<file path="src/buck_seq_pkg.sv">
// Package with register layouts, encodings and timing constants for the channel sequencer.
package buck_seq_pkg;

   localparam int NUM_CH = 4;

   // Register widths and fields.
   localparam int TARGET_W    = 8;
   localparam int LIMIT_THR_LSB = 0;
   localparam int LIMIT_THR_MSB = 5;
   localparam int LIMIT_WRN_LSB = 6;
   localparam int LIMIT_WRN_MSB = 7;
   localparam int RAMP_DLY_LSB  = 10;
   localparam int RAMP_DLY_MSB  = 15;
   localparam int RAMP_STEP_LSB = 0;
   localparam int RAMP_STEP_MSB = 9;
   localparam int SENSE_W       = 8;

   // Register select codes on the configuration write port.
   localparam logic [2:0] SEL_TARGET    = 3'h0;
   localparam logic [2:0] SEL_LIMIT     = 3'h1;
   localparam logic [2:0] SEL_RAMP_UP   = 3'h2;
   localparam logic [2:0] SEL_RAMP_DOWN = 3'h3;
   localparam logic [2:0] SEL_OV_THR    = 3'h4;
   localparam logic [2:0] SEL_STYLE     = 3'h5;

   // Reset values of the configuration.
   localparam logic [7:0]  TARGET_RST = 8'h00;
   localparam logic [7:0]  LIMIT_RST  = 8'hff;
   localparam logic [15:0] RAMP_RST   = 16'h0000;
   localparam logic [1:0]  OV_THR_RST = 2'h0;

   // Step sizes in millivolts, and warning offset step in threshold codes.
   localparam int TARGET_STEP_MV = 50;
   localparam int LIMIT_STEP_MV  = 5;
   localparam int WARN_STEP_MV   = 10;
   localparam int WARN_STEP_CODE = WARN_STEP_MV / LIMIT_STEP_MV;
   // Over-voltage margin in millivolts: low range base 150, high range base 300.
   localparam int OV_LOW_BASE_MV  = 150;
   localparam int OV_HIGH_BASE_MV = 300;
   localparam int OV_LOW_STEP_MV  = 50;
   localparam int OV_HIGH_STEP_MV = 100;
   localparam logic [7:0] HIGH_RANGE_CODE = 8'h34;

   // Timing.
   localparam int CLK_HZ          = 20_000_000;
   localparam int US_NS           = 1000;
   localparam int CLK_NS          = 1_000_000_000 / CLK_HZ;
   localparam int US_CYCLES       = US_NS / CLK_NS;
   localparam int DLY_STEP_US     = 250;
   localparam int RESTART_MS      = 200;
   localparam int RESTART_US      = RESTART_MS * 1000;

   typedef enum logic [2:0] {
      CH_OFF, CH_DELAY, CH_RAMP_UP, CH_ON, CH_STOP_DELAY, CH_RAMP_DOWN, CH_OC_WAIT, CH_OV_OFF
   } ch_state_type;

   // Write request on the configuration port.
   typedef struct packed {
      logic       strobe;
      logic [1:0] channel;
      logic [2:0] select;
      logic [15:0] data;
   } cfg_write_type;

   // Status of one channel.
   typedef struct packed {
      logic ov_fault;
      logic oc_fault;
      logic oc_warn;
   } ch_flags_type;

endpackage

</file>
<file path="src/buck_channel_sequencer_protect.sv">
// Four-channel sequencing, ramp and protection control for the step-down controller.
`timescale 1ns/1ps

// Notes on behaviour
// - Reference target equals the target code times 50 mV.
// - Over-voltage checking runs in every active state, ramp included.
// - Over-voltage trip shuts the channel, then sets its fault flag.
// - Over-voltage margin 150-300 mV low range, 300-600 mV high range.
// - Channels following an over-voltage channel are disabled at the same time.
// - Over-voltage shut channels stay off until the host re-enables them.
// - Fault and warning flags of each channel with FLAG_PIN_ROUTE set are ORed onto its pin.
// - Per-channel style: passive stop or forced low-side drive.
// - Forced style holds low-side drive until the host re-enables.
// - Sensed current compared to limit and warning thresholds separately.
// - Current limit register: bits 5:0 threshold, bits 7:6 warning offset.
// - Threshold steps of 5 mV sense voltage, 0 to 315 mV.
// - Warning threshold sits 10, 20, 30 or 40 mV below limit.
// - Warning flag follows current and clears itself.
// - Over-current stops switching, waits 200 ms, then runs the enable delay and soft-start again.
// - Over-current restarts followers too and sets fault flags.
// - Enable waits bits 15:10 times 250 us before switching.
// - Soft-start raises reference 50 mV every bits 9:0 microseconds.
// - Disable waits bits 15:10 times 250 us before ramping down.
// - Soft-stop lowers reference 50 mV every bits 9:0 microseconds.
// - Chip enable raises ready and enables always-on channels.
module buck_channel_sequencer_protect
   import buck_seq_pkg::*;
#(
   parameter int RESTART_WAIT_US = RESTART_US
)(
   input  wire logic                        CLK_SYS,
   input  wire logic                        SYS_RST,
   input  wire logic                        CHIP_ENABLE,
   input  wire cfg_write_type               CFG_WRITE,
   input  wire logic [NUM_CH-1:0]           CHANNEL_ENABLE,
   input  wire logic [NUM_CH-1:0]           ALWAYS_ON,
   input  wire logic [NUM_CH*NUM_CH-1:0]    FOLLOW_CONFIG,
   input  wire logic [NUM_CH*TARGET_W-1:0]  VOLTAGE_SENSE,
   input  wire logic [NUM_CH*SENSE_W-1:0]   CURRENT_SENSE,
   input  wire logic [NUM_CH-1:0]           FLAG_PIN_ROUTE,
   output      logic                        CHIP_READY,
   output      logic [NUM_CH*TARGET_W-1:0]  REFERENCE_CODE,
   output      logic [NUM_CH-1:0]           SWITCHING_ON,
   output      logic [NUM_CH-1:0]           LOW_SIDE_GATE_DRIVE,
   output      ch_flags_type [NUM_CH-1:0]   FLAGS,
   output      logic [NUM_CH-1:0]           FLAG_PIN
);

   logic                           tick_us;
   logic [7:0]                     target_reg     [NUM_CH];
   logic [7:0]                     limit_reg      [NUM_CH];
   logic [15:0]                    ramp_up_reg    [NUM_CH];
   logic [15:0]                    ramp_down_reg  [NUM_CH];
   logic [1:0]                     ov_thr_reg     [NUM_CH];
   logic [NUM_CH-1:0]              style_reg;
   ch_state_type                   state_reg      [NUM_CH];
   logic [7:0]                     ref_reg        [NUM_CH];
   logic [17:0]                    count_reg      [NUM_CH];
   logic [NUM_CH-1:0]              en_d_reg;
   logic [NUM_CH-1:0]              ov_trip;
   logic [NUM_CH-1:0]              oc_trip;
   logic [NUM_CH-1:0]              warn_now;
   logic [NUM_CH-1:0]              ov_kill;
   logic [NUM_CH-1:0]              oc_kill;
   logic [NUM_CH-1:0]              want_on;

   buck_tick_gen u_tick (
      .clk     (CLK_SYS),
      .rst     (SYS_RST),
      .tick_us (tick_us)
   );

   // Chip ready follows chip enable.
   always_ff @(posedge CLK_SYS) begin
      if (SYS_RST) begin
         CHIP_READY <= 1'b0;
      end else begin
         CHIP_READY <= CHIP_ENABLE;
      end
   end

   // Configuration register writes.
   always_ff @(posedge CLK_SYS) begin
      if (SYS_RST) begin
         for (int i = 0; i < NUM_CH; i++) begin
            target_reg[i]    <= TARGET_RST;
            limit_reg[i]     <= LIMIT_RST;
            ramp_up_reg[i]   <= RAMP_RST;
            ramp_down_reg[i] <= RAMP_RST;
            ov_thr_reg[i]    <= OV_THR_RST;
         end
         style_reg <= '0;
      end else if (CFG_WRITE.strobe) begin
         unique case (CFG_WRITE.select)
            SEL_TARGET:    target_reg[CFG_WRITE.channel] <= CFG_WRITE.data[7:0];
            SEL_LIMIT:     limit_reg[CFG_WRITE.channel] <= CFG_WRITE.data[7:0];
            SEL_RAMP_UP:   ramp_up_reg[CFG_WRITE.channel] <= CFG_WRITE.data;
            SEL_RAMP_DOWN: ramp_down_reg[CFG_WRITE.channel] <= CFG_WRITE.data;
            SEL_OV_THR:    ov_thr_reg[CFG_WRITE.channel] <= CFG_WRITE.data[1:0];
            SEL_STYLE:     style_reg[CFG_WRITE.channel] <= CFG_WRITE.data[0];
            default: ;
         endcase
      end
   end

   // Protection comparisons per channel, in millivolt and 5 mV code domains.
   always_comb begin
      for (int i = 0; i < NUM_CH; i++) begin
         logic [13:0] ov_lim_mv; // Wide enough for a full code plus margin, so no wrap.
         logic [13:0] sense_mv;
         logic [6:0]  thr;
         logic [6:0]  wthr;
         logic [6:0]  cur;
         ov_lim_mv = 14'(target_reg[i] * TARGET_STEP_MV);
         if (target_reg[i] >= HIGH_RANGE_CODE) begin
            ov_lim_mv = ov_lim_mv + 14'(OV_HIGH_BASE_MV + ov_thr_reg[i] * OV_HIGH_STEP_MV);
         end else begin
            ov_lim_mv = ov_lim_mv + 14'(OV_LOW_BASE_MV + ov_thr_reg[i] * OV_LOW_STEP_MV);
         end
         sense_mv = 14'(VOLTAGE_SENSE[i*TARGET_W +: TARGET_W] * TARGET_STEP_MV);
         ov_trip[i] = (state_reg[i] inside {CH_DELAY, CH_RAMP_UP, CH_ON, CH_STOP_DELAY,
                       CH_RAMP_DOWN}) && (sense_mv > ov_lim_mv);
         thr  = {1'b0, limit_reg[i][LIMIT_THR_MSB:LIMIT_THR_LSB]};
         wthr = thr - 7'((limit_reg[i][LIMIT_WRN_MSB:LIMIT_WRN_LSB] + 1) * WARN_STEP_CODE);
         cur  = 7'(CURRENT_SENSE[i*SENSE_W +: SENSE_W] > 8'h3f ? 8'h3f
                   : CURRENT_SENSE[i*SENSE_W +: SENSE_W]);
         oc_trip[i]  = (state_reg[i] inside {CH_RAMP_UP, CH_ON}) && (cur >= thr);
         warn_now[i] = !wthr[6] && (cur >= wthr);
      end
   end

   // Spread faults to follower channels; FOLLOW_CONFIG[f*4+l] marks f following l.
   always_comb begin
      for (int f = 0; f < NUM_CH; f++) begin
         ov_kill[f] = ov_trip[f];
         oc_kill[f] = oc_trip[f];
         for (int l = 0; l < NUM_CH; l++) begin
            if (FOLLOW_CONFIG[f*NUM_CH+l] && ov_trip[l]) begin
               ov_kill[f] = 1'b1;
            end
            if (FOLLOW_CONFIG[f*NUM_CH+l] && oc_trip[l]) begin
               oc_kill[f] = 1'b1;
            end
         end
         want_on[f] = CHIP_ENABLE && (CHANNEL_ENABLE[f] || ALWAYS_ON[f]);
      end
   end

   // Channel sequencers.
   always_ff @(posedge CLK_SYS) begin
      if (SYS_RST) begin
         for (int i = 0; i < NUM_CH; i++) begin
            state_reg[i] <= CH_OFF;
            ref_reg[i]   <= '0;
            count_reg[i] <= '0;
         end
         en_d_reg <= '0;
      end else begin
         en_d_reg <= want_on;
         for (int i = 0; i < NUM_CH; i++) begin
            if (ov_kill[i] && state_reg[i] != CH_OV_OFF && state_reg[i] != CH_OFF) begin
               state_reg[i] <= CH_OV_OFF;
               ref_reg[i]   <= '0;
            end else if (oc_kill[i] && state_reg[i] != CH_OV_OFF && state_reg[i] != CH_OFF) begin
               state_reg[i] <= CH_OC_WAIT;
               ref_reg[i]   <= '0;
               count_reg[i] <= '0;
            end else begin
               unique case (state_reg[i])
                  CH_OFF: begin
                     if (want_on[i]) begin
                        state_reg[i] <= CH_DELAY;
                        count_reg[i] <= '0;
                     end
                  end
                  CH_DELAY: begin
                     if (!want_on[i]) begin
                        state_reg[i] <= CH_OFF;
                     end else if (count_reg[i] >= 18'(ramp_up_reg[i][RAMP_DLY_MSB:RAMP_DLY_LSB]
                                  * DLY_STEP_US)) begin
                        state_reg[i] <= CH_RAMP_UP;
                        count_reg[i] <= '0;
                     end else if (tick_us) begin
                        count_reg[i] <= count_reg[i] + 1'b1;
                     end
                  end
                  CH_RAMP_UP: begin
                     if (!want_on[i]) begin
                        state_reg[i] <= CH_STOP_DELAY;
                        count_reg[i] <= '0;
                     end else if (ref_reg[i] >= target_reg[i]) begin
                        ref_reg[i]   <= target_reg[i];
                        state_reg[i] <= CH_ON;
                     end else if (tick_us) begin
                        if (count_reg[i] + 1'b1 >= 18'(ramp_up_reg[i][RAMP_STEP_MSB:RAMP_STEP_LSB])) begin
                           ref_reg[i]   <= ref_reg[i] + 1'b1;
                           count_reg[i] <= '0;
                        end else begin
                           count_reg[i] <= count_reg[i] + 1'b1;
                        end
                     end
                  end
                  CH_ON: begin
                     ref_reg[i] <= target_reg[i];
                     if (!want_on[i]) begin
                        state_reg[i] <= CH_STOP_DELAY;
                        count_reg[i] <= '0;
                     end
                  end
                  CH_STOP_DELAY: begin
                     if (count_reg[i] >= 18'(ramp_down_reg[i][RAMP_DLY_MSB:RAMP_DLY_LSB]
                         * DLY_STEP_US)) begin
                        state_reg[i] <= CH_RAMP_DOWN;
                        count_reg[i] <= '0;
                     end else if (tick_us) begin
                        count_reg[i] <= count_reg[i] + 1'b1;
                     end
                  end
                  CH_RAMP_DOWN: begin
                     if (ref_reg[i] == '0) begin
                        state_reg[i] <= CH_OFF;
                     end else if (tick_us) begin
                        if (count_reg[i] + 1'b1 >= 18'(ramp_down_reg[i][RAMP_STEP_MSB:RAMP_STEP_LSB])) begin
                           ref_reg[i]   <= ref_reg[i] - 1'b1;
                           count_reg[i] <= '0;
                        end else begin
                           count_reg[i] <= count_reg[i] + 1'b1;
                        end
                     end
                  end
                  CH_OC_WAIT: begin
                     if (count_reg[i] >= 18'(RESTART_WAIT_US)) begin
                        state_reg[i] <= CH_DELAY;
                        count_reg[i] <= '0;
                     end else if (tick_us) begin
                        count_reg[i] <= count_reg[i] + 1'b1;
                     end
                  end
                  CH_OV_OFF: begin
                     if (want_on[i] && !en_d_reg[i]) begin
                        state_reg[i] <= CH_DELAY;
                        count_reg[i] <= '0;
                     end
                  end
               endcase
            end
         end
      end
   end

   // Sticky fault flags, live warning flag, pins and drive outputs.
   always_ff @(posedge CLK_SYS) begin
      if (SYS_RST) begin
         FLAGS               <= '0;
         FLAG_PIN            <= '0;
         REFERENCE_CODE      <= '0;
         SWITCHING_ON        <= '0;
         LOW_SIDE_GATE_DRIVE <= '0;
      end else begin
         for (int i = 0; i < NUM_CH; i++) begin
            if (state_reg[i] == CH_OV_OFF) begin
               FLAGS[i].ov_fault <= 1'b1;
            end else if (state_reg[i] == CH_DELAY) begin
               FLAGS[i].ov_fault <= 1'b0;
            end
            if (oc_kill[i]) begin
               FLAGS[i].oc_fault <= 1'b1;
            end else if (state_reg[i] == CH_ON) begin
               FLAGS[i].oc_fault <= 1'b0;
            end
            FLAGS[i].oc_warn <= warn_now[i];
            FLAG_PIN[i] <= FLAG_PIN_ROUTE[i] && (FLAGS[i].ov_fault || FLAGS[i].oc_fault
                           || FLAGS[i].oc_warn);
            REFERENCE_CODE[i*TARGET_W +: TARGET_W] <= ref_reg[i];
            SWITCHING_ON[i] <= state_reg[i] inside {CH_RAMP_UP, CH_ON, CH_STOP_DELAY,
                               CH_RAMP_DOWN};
            LOW_SIDE_GATE_DRIVE[i] <= (state_reg[i] == CH_OV_OFF) && style_reg[i];
         end
      end
   end

endmodule // buck_channel_sequencer_protect

</file>
<file path="src/buck_tick_gen.sv">
// Microsecond tick prescaler shared by the channel timers.
`timescale 1ns/1ps
module buck_tick_gen
   import buck_seq_pkg::*;
(
   input  wire logic clk,
   input  wire logic rst,
   output      logic tick_us
);

   logic [$clog2(US_CYCLES)-1:0] div_reg;

   // Count system clocks and pulse once each microsecond.
   always_ff @(posedge clk) begin
      if (rst) begin
         div_reg <= '0;
         tick_us <= 1'b0;
      end else if (div_reg == ($clog2(US_CYCLES))'(US_CYCLES - 1)) begin
         div_reg <= '0;
         tick_us <= 1'b1;
      end else begin
         div_reg <= div_reg + 1'b1;
         tick_us <= 1'b0;
      end
   end

endmodule // buck_tick_gen

</file>
<file path="config.mk">
export PLATFORM = sky130hd
export DESIGN_NAME = buck_channel_sequencer_protect
export DESIGN_NICKNAME = d
export VERILOG_FILES = /design/src/buck_seq_pkg.sv /design/src/buck_channel_sequencer_protect.sv /design/src/buck_tick_gen.sv
export SDC_FILE = /design/constraint.sdc
export NUM_CORES = 2
export LEC_CHECK = 0
export ABC_AREA = 0
export BUFFER_PORTS_ARGS = -buffer_cell sky130_fd_sc_hd__clkbuf_2
export CAP_MARGIN = 20
export CORE_UTILIZATION = 55
export DETAILED_ROUTE_END_ITERATION = 10
export PLACE_DENSITY = 0.72
export SETUP_SLACK_MARGIN = 0.05
export SYNTH_ARGS = -nofsm -noshare
export SYNTH_HDL_FRONTEND = slang
export SYNTH_SLANG_ARGS = --single-unit
</file>
<file path="constraint.sdc">
create_clock -name CLK_SYS -period 8.5 [get_ports CLK_SYS]
set_clock_uncertainty 0.15 [all_clocks]
set_input_delay 1.275 -clock CLK_SYS [delete_from_list [all_inputs] [get_ports CLK_SYS]]
set_output_delay 1.275 -clock CLK_SYS [all_outputs]
set_load 0.02 [all_outputs]
</file>
### After elaboration in Yosys (flattened, before gate mapping)

Memories as Yosys holds them, arrays and structs flattened.
Index checks and enable logic that the tools add are counted.

* divide/modulo/power cells: 0
* shifts and indexed selects: 0
* reduce and logical (&&, ||, !) cells: 137
* muxes and demuxes: 730
* multipliers: 24
* bitwise operators: 132
* magnitude comparators: 46
* eq/ne operators: 38
* add/sub/neg operators: 37

Operators with widths (count)
* 2-to-1 mux 18 bit: 60
* 2-to-1 mux 1 bit: 578
* 2-to-1 mux 8 bit: 26
* >= comparator 18 x 10 -> 1 bit: 8
* >= comparator 18 x 14 -> 1 bit: 8
* 2-to-1 mux 3 bit: 48
* bitwise OR 1 bit: 132
* multiplier 6 x 7 -> 13 bit (second input constant): 8
* multiplier 8 x 5 -> 13 bit (second input constant): 8
* logical AND 1 bit: 77
* adder 18 x 1 -> 18 bit (second input constant): 4
* >= comparator 18 bit (second input constant): 4
* adder 14 x 10 -> 14 bit: 4
* adder 14 x 9 -> 14 bit: 4
* > comparator 14 bit: 4
* multiplier 2 x 5 -> 7 bit (second input constant): 8
* 2-to-1 mux 14 bit: 4
* == test 3 bit (second input constant): 18
* adder 9 x 9 -> 10 bit (first input constant): 4
* adder 8 x 8 -> 9 bit (first input constant): 4
* adder 8 x 1 -> 8 bit (second input constant): 4
* >= comparator 8 x 6 -> 1 bit (second input constant): 4
* >= comparator 8 bit: 4
* > comparator 8 x 6 -> 1 bit (second input constant): 4
* 29 further kinds: 117

* memory bits (writable): 316
* output and inout bits: 57
* latch bits: 0
* word-level logic and storage cells: 1173
* bits in registers: 71
* ROM bits: 0
* memories kept: 8

Memories
* count_reg: words 4, bits a word 18, read ports 4, clocked after memory_dff 0, wr ports 4, RTL line buck_channel_sequencer_protect.sv:58 `logic [17:0] count_reg [NUM_CH];`
* ramp_down_reg: words 4, bits a word 16, read ports 4, clocked after memory_dff 0, wr ports 4, RTL line buck_channel_sequencer_protect.sv:53 `logic [15:0] ramp_down_reg [NUM_CH];`
* ramp_up_reg: words 4, bits a word 16, read ports 4, clocked after memory_dff 0, wr ports 4, RTL line buck_channel_sequencer_protect.sv:52 `logic [15:0] ramp_up_reg [NUM_CH];`
* limit_reg: words 4, bits a word 8, read ports 4, clocked after memory_dff 0, wr ports 4, RTL line buck_channel_sequencer_protect.sv:51 `logic [7:0] limit_reg [NUM_CH];`
* ref_reg: words 4, bits a word 8, read ports 4, clocked after memory_dff 0, wr ports 4, RTL line buck_channel_sequencer_protect.sv:57 `logic [7:0] ref_reg [NUM_CH];`
* target_reg: words 4, bits a word 8, read ports 4, clocked after memory_dff 0, wr ports 4, RTL line buck_channel_sequencer_protect.sv:50 `logic [7:0] target_reg [NUM_CH];`
* 2 more memories

### Logic depth before layout (Yosys ltp)

An unclocked memory read counts as a cell.

* depth in word-level cells: 32
* gate-level depth with buffers: 31

### Cells and area by module

Synthesis repeated with hierarchy kept, for this count alone.

* cell total of the unflattened synthesis: 4475
* area, all modules: 41662.5 µm²

By module, submodules not included
* buck_channel_sequencer_protect: cells each 4451, sequential area each 10790.3 µm², area an instance 41408.5 µm², times used 1
* buck_tick_gen: cells each 24, sequential area each 120.1 µm², area an instance 254.0 µm², times used 1

### Worst setup path before layout

No wires, ideal clock.

* path kind: flip-flop to flip-flop
* from: mem target_reg[2][2]
* to: mem count_reg[3][0] (enable)
* arrival: 6.421 ns
* path slack: 1.551 ns
* clock period less this slack: 6.949 ns
* data required time: 7.972 ns
* library setup time: 0.378 ns
* buffers on the path: 0
* cell stages (with the launch flop): 27
* cells stage by stage: edfxtp_1 inv_1 ha_1 ha_1 fa_1 ha_1 xor2_1 inv_1 ha_1 inv_1 ha_1 o21a_1 o21a_1 o21a_1 a2bb2oi_1 nand3_1 xor2_1 ha_1 nand4_1 or4_1 nand3_1 a21oi_1 a2111oi_2 nand2_1 a21oi_1 o31ai_1 nand3_1

RTL lines (RTL line)
* from (decl): buck_channel_sequencer_protect.sv:50
* to (decl): buck_channel_sequencer_protect.sv:58

==> flow_summary_export.csv <==
group,metric,value,unit
final_layout,largest_reg_flops,72,
detailed_routing,vias,32620,
clock_network,cts_sinks,387,
detailed_routing,wl_per_cell,18.37,microns
placement,dp.final_hpwl,83.58,mm
power,vdd_ir_drop_max,0.1845,mV
setup_path,end_kind,"register",
setup_path,reg2reg_to,"ref_reg[0][3]$_SDFFCE_PN0P_",
synthesis,synth_area_leader_cell,"ha_1",
floorplanning,ios,174,
synthesis,synth-compound-area-share,12.62,%
synthesis,ys_types,89,
detailed_routing,routed_wl,104.4,mm
synthesis,avgSynthCellArea,9.212,sq um
placement,dpl_worst_slack,0.5737,ns
global_route,grt_pass1_wl,164.1,mm
synthesis,yosys-top-cells-area,"ha_1, edfxtp_1, fa_1",
detailed_routing,ant_nets,0,
clock_network,path_clk_slew,0.06,ns
synthesis,synth_edf_count,316,
final_layout,final_cell_mix,"ha_1, inv_1, nor2_1",
sta,hold_violations,0,
synthesis,synthArstFlopShare,0,%
global_route,groute.usage.overall,26.88,%
setup_path,reg2reg_depth,28,
status,status,"finished, final reports clean",
power,p_leak,21.90,nW
detailed_routing,drc_errors,0,
clock_network,clock_latency,0.60,ns
sta,rsz0062_at_grt,"false",
final_layout,drive_above_1_share,6.997,%
setup_path,path_common_cell,"ha_1",
clock_network,ctsHoldBuffers,0,
setup_path,slowest_stage,"or4_1",
floorplanning,initial_core_util,55.64,%
min_path,min_to,"u_tick.div_reg[0]$_SDFF_PP0_",
synthesis,synthCells,4504,
synthesis,ys_warn_count,0,
setup_path,critPathArrivalTime,8.11,ns
global_route,gr-total-overflow,0,
synthesis,synthXorXnorAreaFrac,6.206,%
clock_network,cts_tree,"done",
synthesis,synth_top_family_by_area,"adder cells",
floorplanning,core_area,0.07457,sq mm
synthesis,yosys.area_share.adder,33.26,%
setup_path,crit_fanout,10,
global_route,grt_max_degree,60,
floorplanning,dieHeight,276.7,microns
setup_path,reg2reg_from,"target_reg[2][3]$_SDFFCE_PN0P_",
final_layout,finish.utilization,60.46,%
setup_path,cp-startpoint,"target_reg[2][3]$_SDFFCE_PN0P_",
detailed_routing,viasPerCell,5.739,
clock_network,cts_max_level,2,
setup_path,r2r_slack,0.49,ns
sta,fin_crit,8.011,ns
sta,setup_viol,0,
placement,gp_congestion,0.9486,
sta,fmax,124.8,MHz
sta,fin_setup_tns,0,ns
floorplanning,die_w,276.7,microns
placement,portBuffers,169,
global_route,antenna_found_initial,1,
floorplanning,num_rows,100,
min_path,min-delay-start,"u_tick.div_reg[0]$_SDFF_PP0_",
final_layout,final_nets,5815,
clock_network,cts_resized,0,
clock_network,root_buffer,"clkbuf_16",
detailed_routing,drtPass1Iterations,6,
sta,max_slew_margin,28.99,%
synthesis,ys_ff_latch,387,
synthesis,synth_top_flop_cell,"edfxtp_1",
setup_path,critPathMaxStageDelay,0.81,ns
sta,fin_crit_sh,94.24,%
sta,setup_slack,0.4894,ns
final_layout,final_common_cell,"ha_1",
clock_network,cts_buffers,48,
synthesis,synth_area,0.04149,sq mm
synthesis,synthMuxAreaShare,0.4011,%
global_route,grt_pass1_vias,31150,
sta,slew_viol_final,0,
setup_path,required,8.60,ns
detailed_routing,dr.first_iter.drc_count,2296,
synthesis,synthSimpleGateAreaFrac,13.90,%
synthesis,yosys.area.top_type_share,26.51,%
clock_network,cts_buffer_depth,3,
setup_path,critPathKind,"reg -> reg",
floorplanning,die-area,0.07654,sq mm
min_path,min_path_type,"reg -> reg",
final_layout,antenna_cells,0,
run,max-cap-violations,0,
clock_network,post_cts_buffers,0,
power,power.density,274.2,mW/mm^2
synthesis,ys_seq_area_share,26.30,%
setup_path,start_kind,"register",
final_layout,areaGrowthSynthToFinish,8.667,%
sta,tightest_slew,1.054,ns
min_path,holdPathStages,1,
## kinds of logic (layout without fill, tap and decap cells)
| logic type | Yosys count | count (layout) |
|---|---|---|
| other | 1 | 4 |
| buffers and inverters | 803 | 1012 |
| XOR/XNOR | 294 | 294 |
| AND/OR/NAND/NOR | 1179 | 1179 |
| adder cells (fa/ha/maj) | 1019 | 1019 |
| flip-flops | 387 | 387 |
| multiplexers | 16 | 16 |
| AO/OA/AOI/OAI | 805 | 805 |
## critical path, delay by kind of cell (launching register included)
kind                     cells  cell delay (ns)
AND/OR/NAND/NOR             10             2.83
adder cells (fa/ha/maj)      7             2.34
buffers and inverters        3             0.24
XOR/XNOR                     2             0.34
flip-flops                   1             0.50
AO/OA/AOI/OAI                6             1.27
## power by group
| part | switching (W) | internal [W] |
|---|---|---|
| clock | 0.000867 | 0.00117 |
| sequential | 0.000689 | 0.00254 |
| combinational | 0.00406 | 0.00303 |
| total | 0.00562 | 0.00674 |
## cell type report
class                           count  area (sq um)
Clock buffer                       56          1272
Clock inverter                     31         269.0
Fill cell                        6477         29490
Inverter                          715          2684
Multi-Input combinational cell   3317         27580
Sequential cell                   387         10910
Tap cell                          969          1212
Timing Repair Buffer              210          1159
## per-layer routing
layer | global-route usage [%] | part of all wire (%) | wire [microns] | up-vias
li1 | - | - | - | 15990
met1 | 36.04 | 44 | 46070 | 15510
met2 | 45.34 | 46 | 48260 | 990
met3 | 4.033 | 7.2 | 7475 | 139
met4 | 6.866 | 2.5 | 2621 | 2
met5 | 0 | 0.0067 | 7 | -
## how the worst max path moves through the flow
stage                                               end  slack (ns)  cells after the start
after floorplan           count_reg[3][0]$_SDFFCE_PP0P_        1.55                     26
after global routing        ref_reg[0][3]$_SDFFCE_PN0P_        0.09                     28
after CTS                   ref_reg[0][3]$_SDFFCE_PN0P_        0.52                     28
final                       ref_reg[0][3]$_SDFFCE_PN0P_        0.49                     28
after detailed placement    ref_reg[0][4]$_SDFFCE_PN0P_        0.57                     26
after global placement      ref_reg[0][3]$_SDFFCE_PN0P_        0.65                     26
## synthesized netlist by cell type (50+ instances only)
| cell type | n |
|---|---|
| a21o_1 | 64 |
| ha_1 | 879 |
| nand2_1 | 237 |
| edfxtp_1 | 316 |
| or3_1 | 67 |
| nor3_1 | 67 |
| xor2_1 | 94 |
| a21oi_1 | 259 |
| inv_1 | 714 |
| nand2b_1 | 55 |
| nand3_1 | 103 |
| nor2_1 | 371 |
| clkbuf_1 | 75 |
| fa_1 | 140 |
| o21bai_1 | 50 |
| xnor2_1 | 200 |
| dfxtp_1 | 71 |
| o21ai_0 | 154 |
| nor2b_1 | 88 |
## stage by stage
step / total power (W) / cell area, sq um / std cells / hold slack [ns]
finish: 0.01236 / 45090 / 5685 / 0.2951
global route: 0.01346 / 45090 / 5685 / 0.3403
CTS: 0.01236 / 45070 / 5681 / 0.3005
detailed placement: 0.01026 / 43520 / 5594 / 0.2925
global placement: 0.01007 / 43520 / 5594 / 0.2825
floorplan: 0.008355 / 41500 / 4507 / 0.2679
Note: power is estimated with default switching activity, not from simulation.
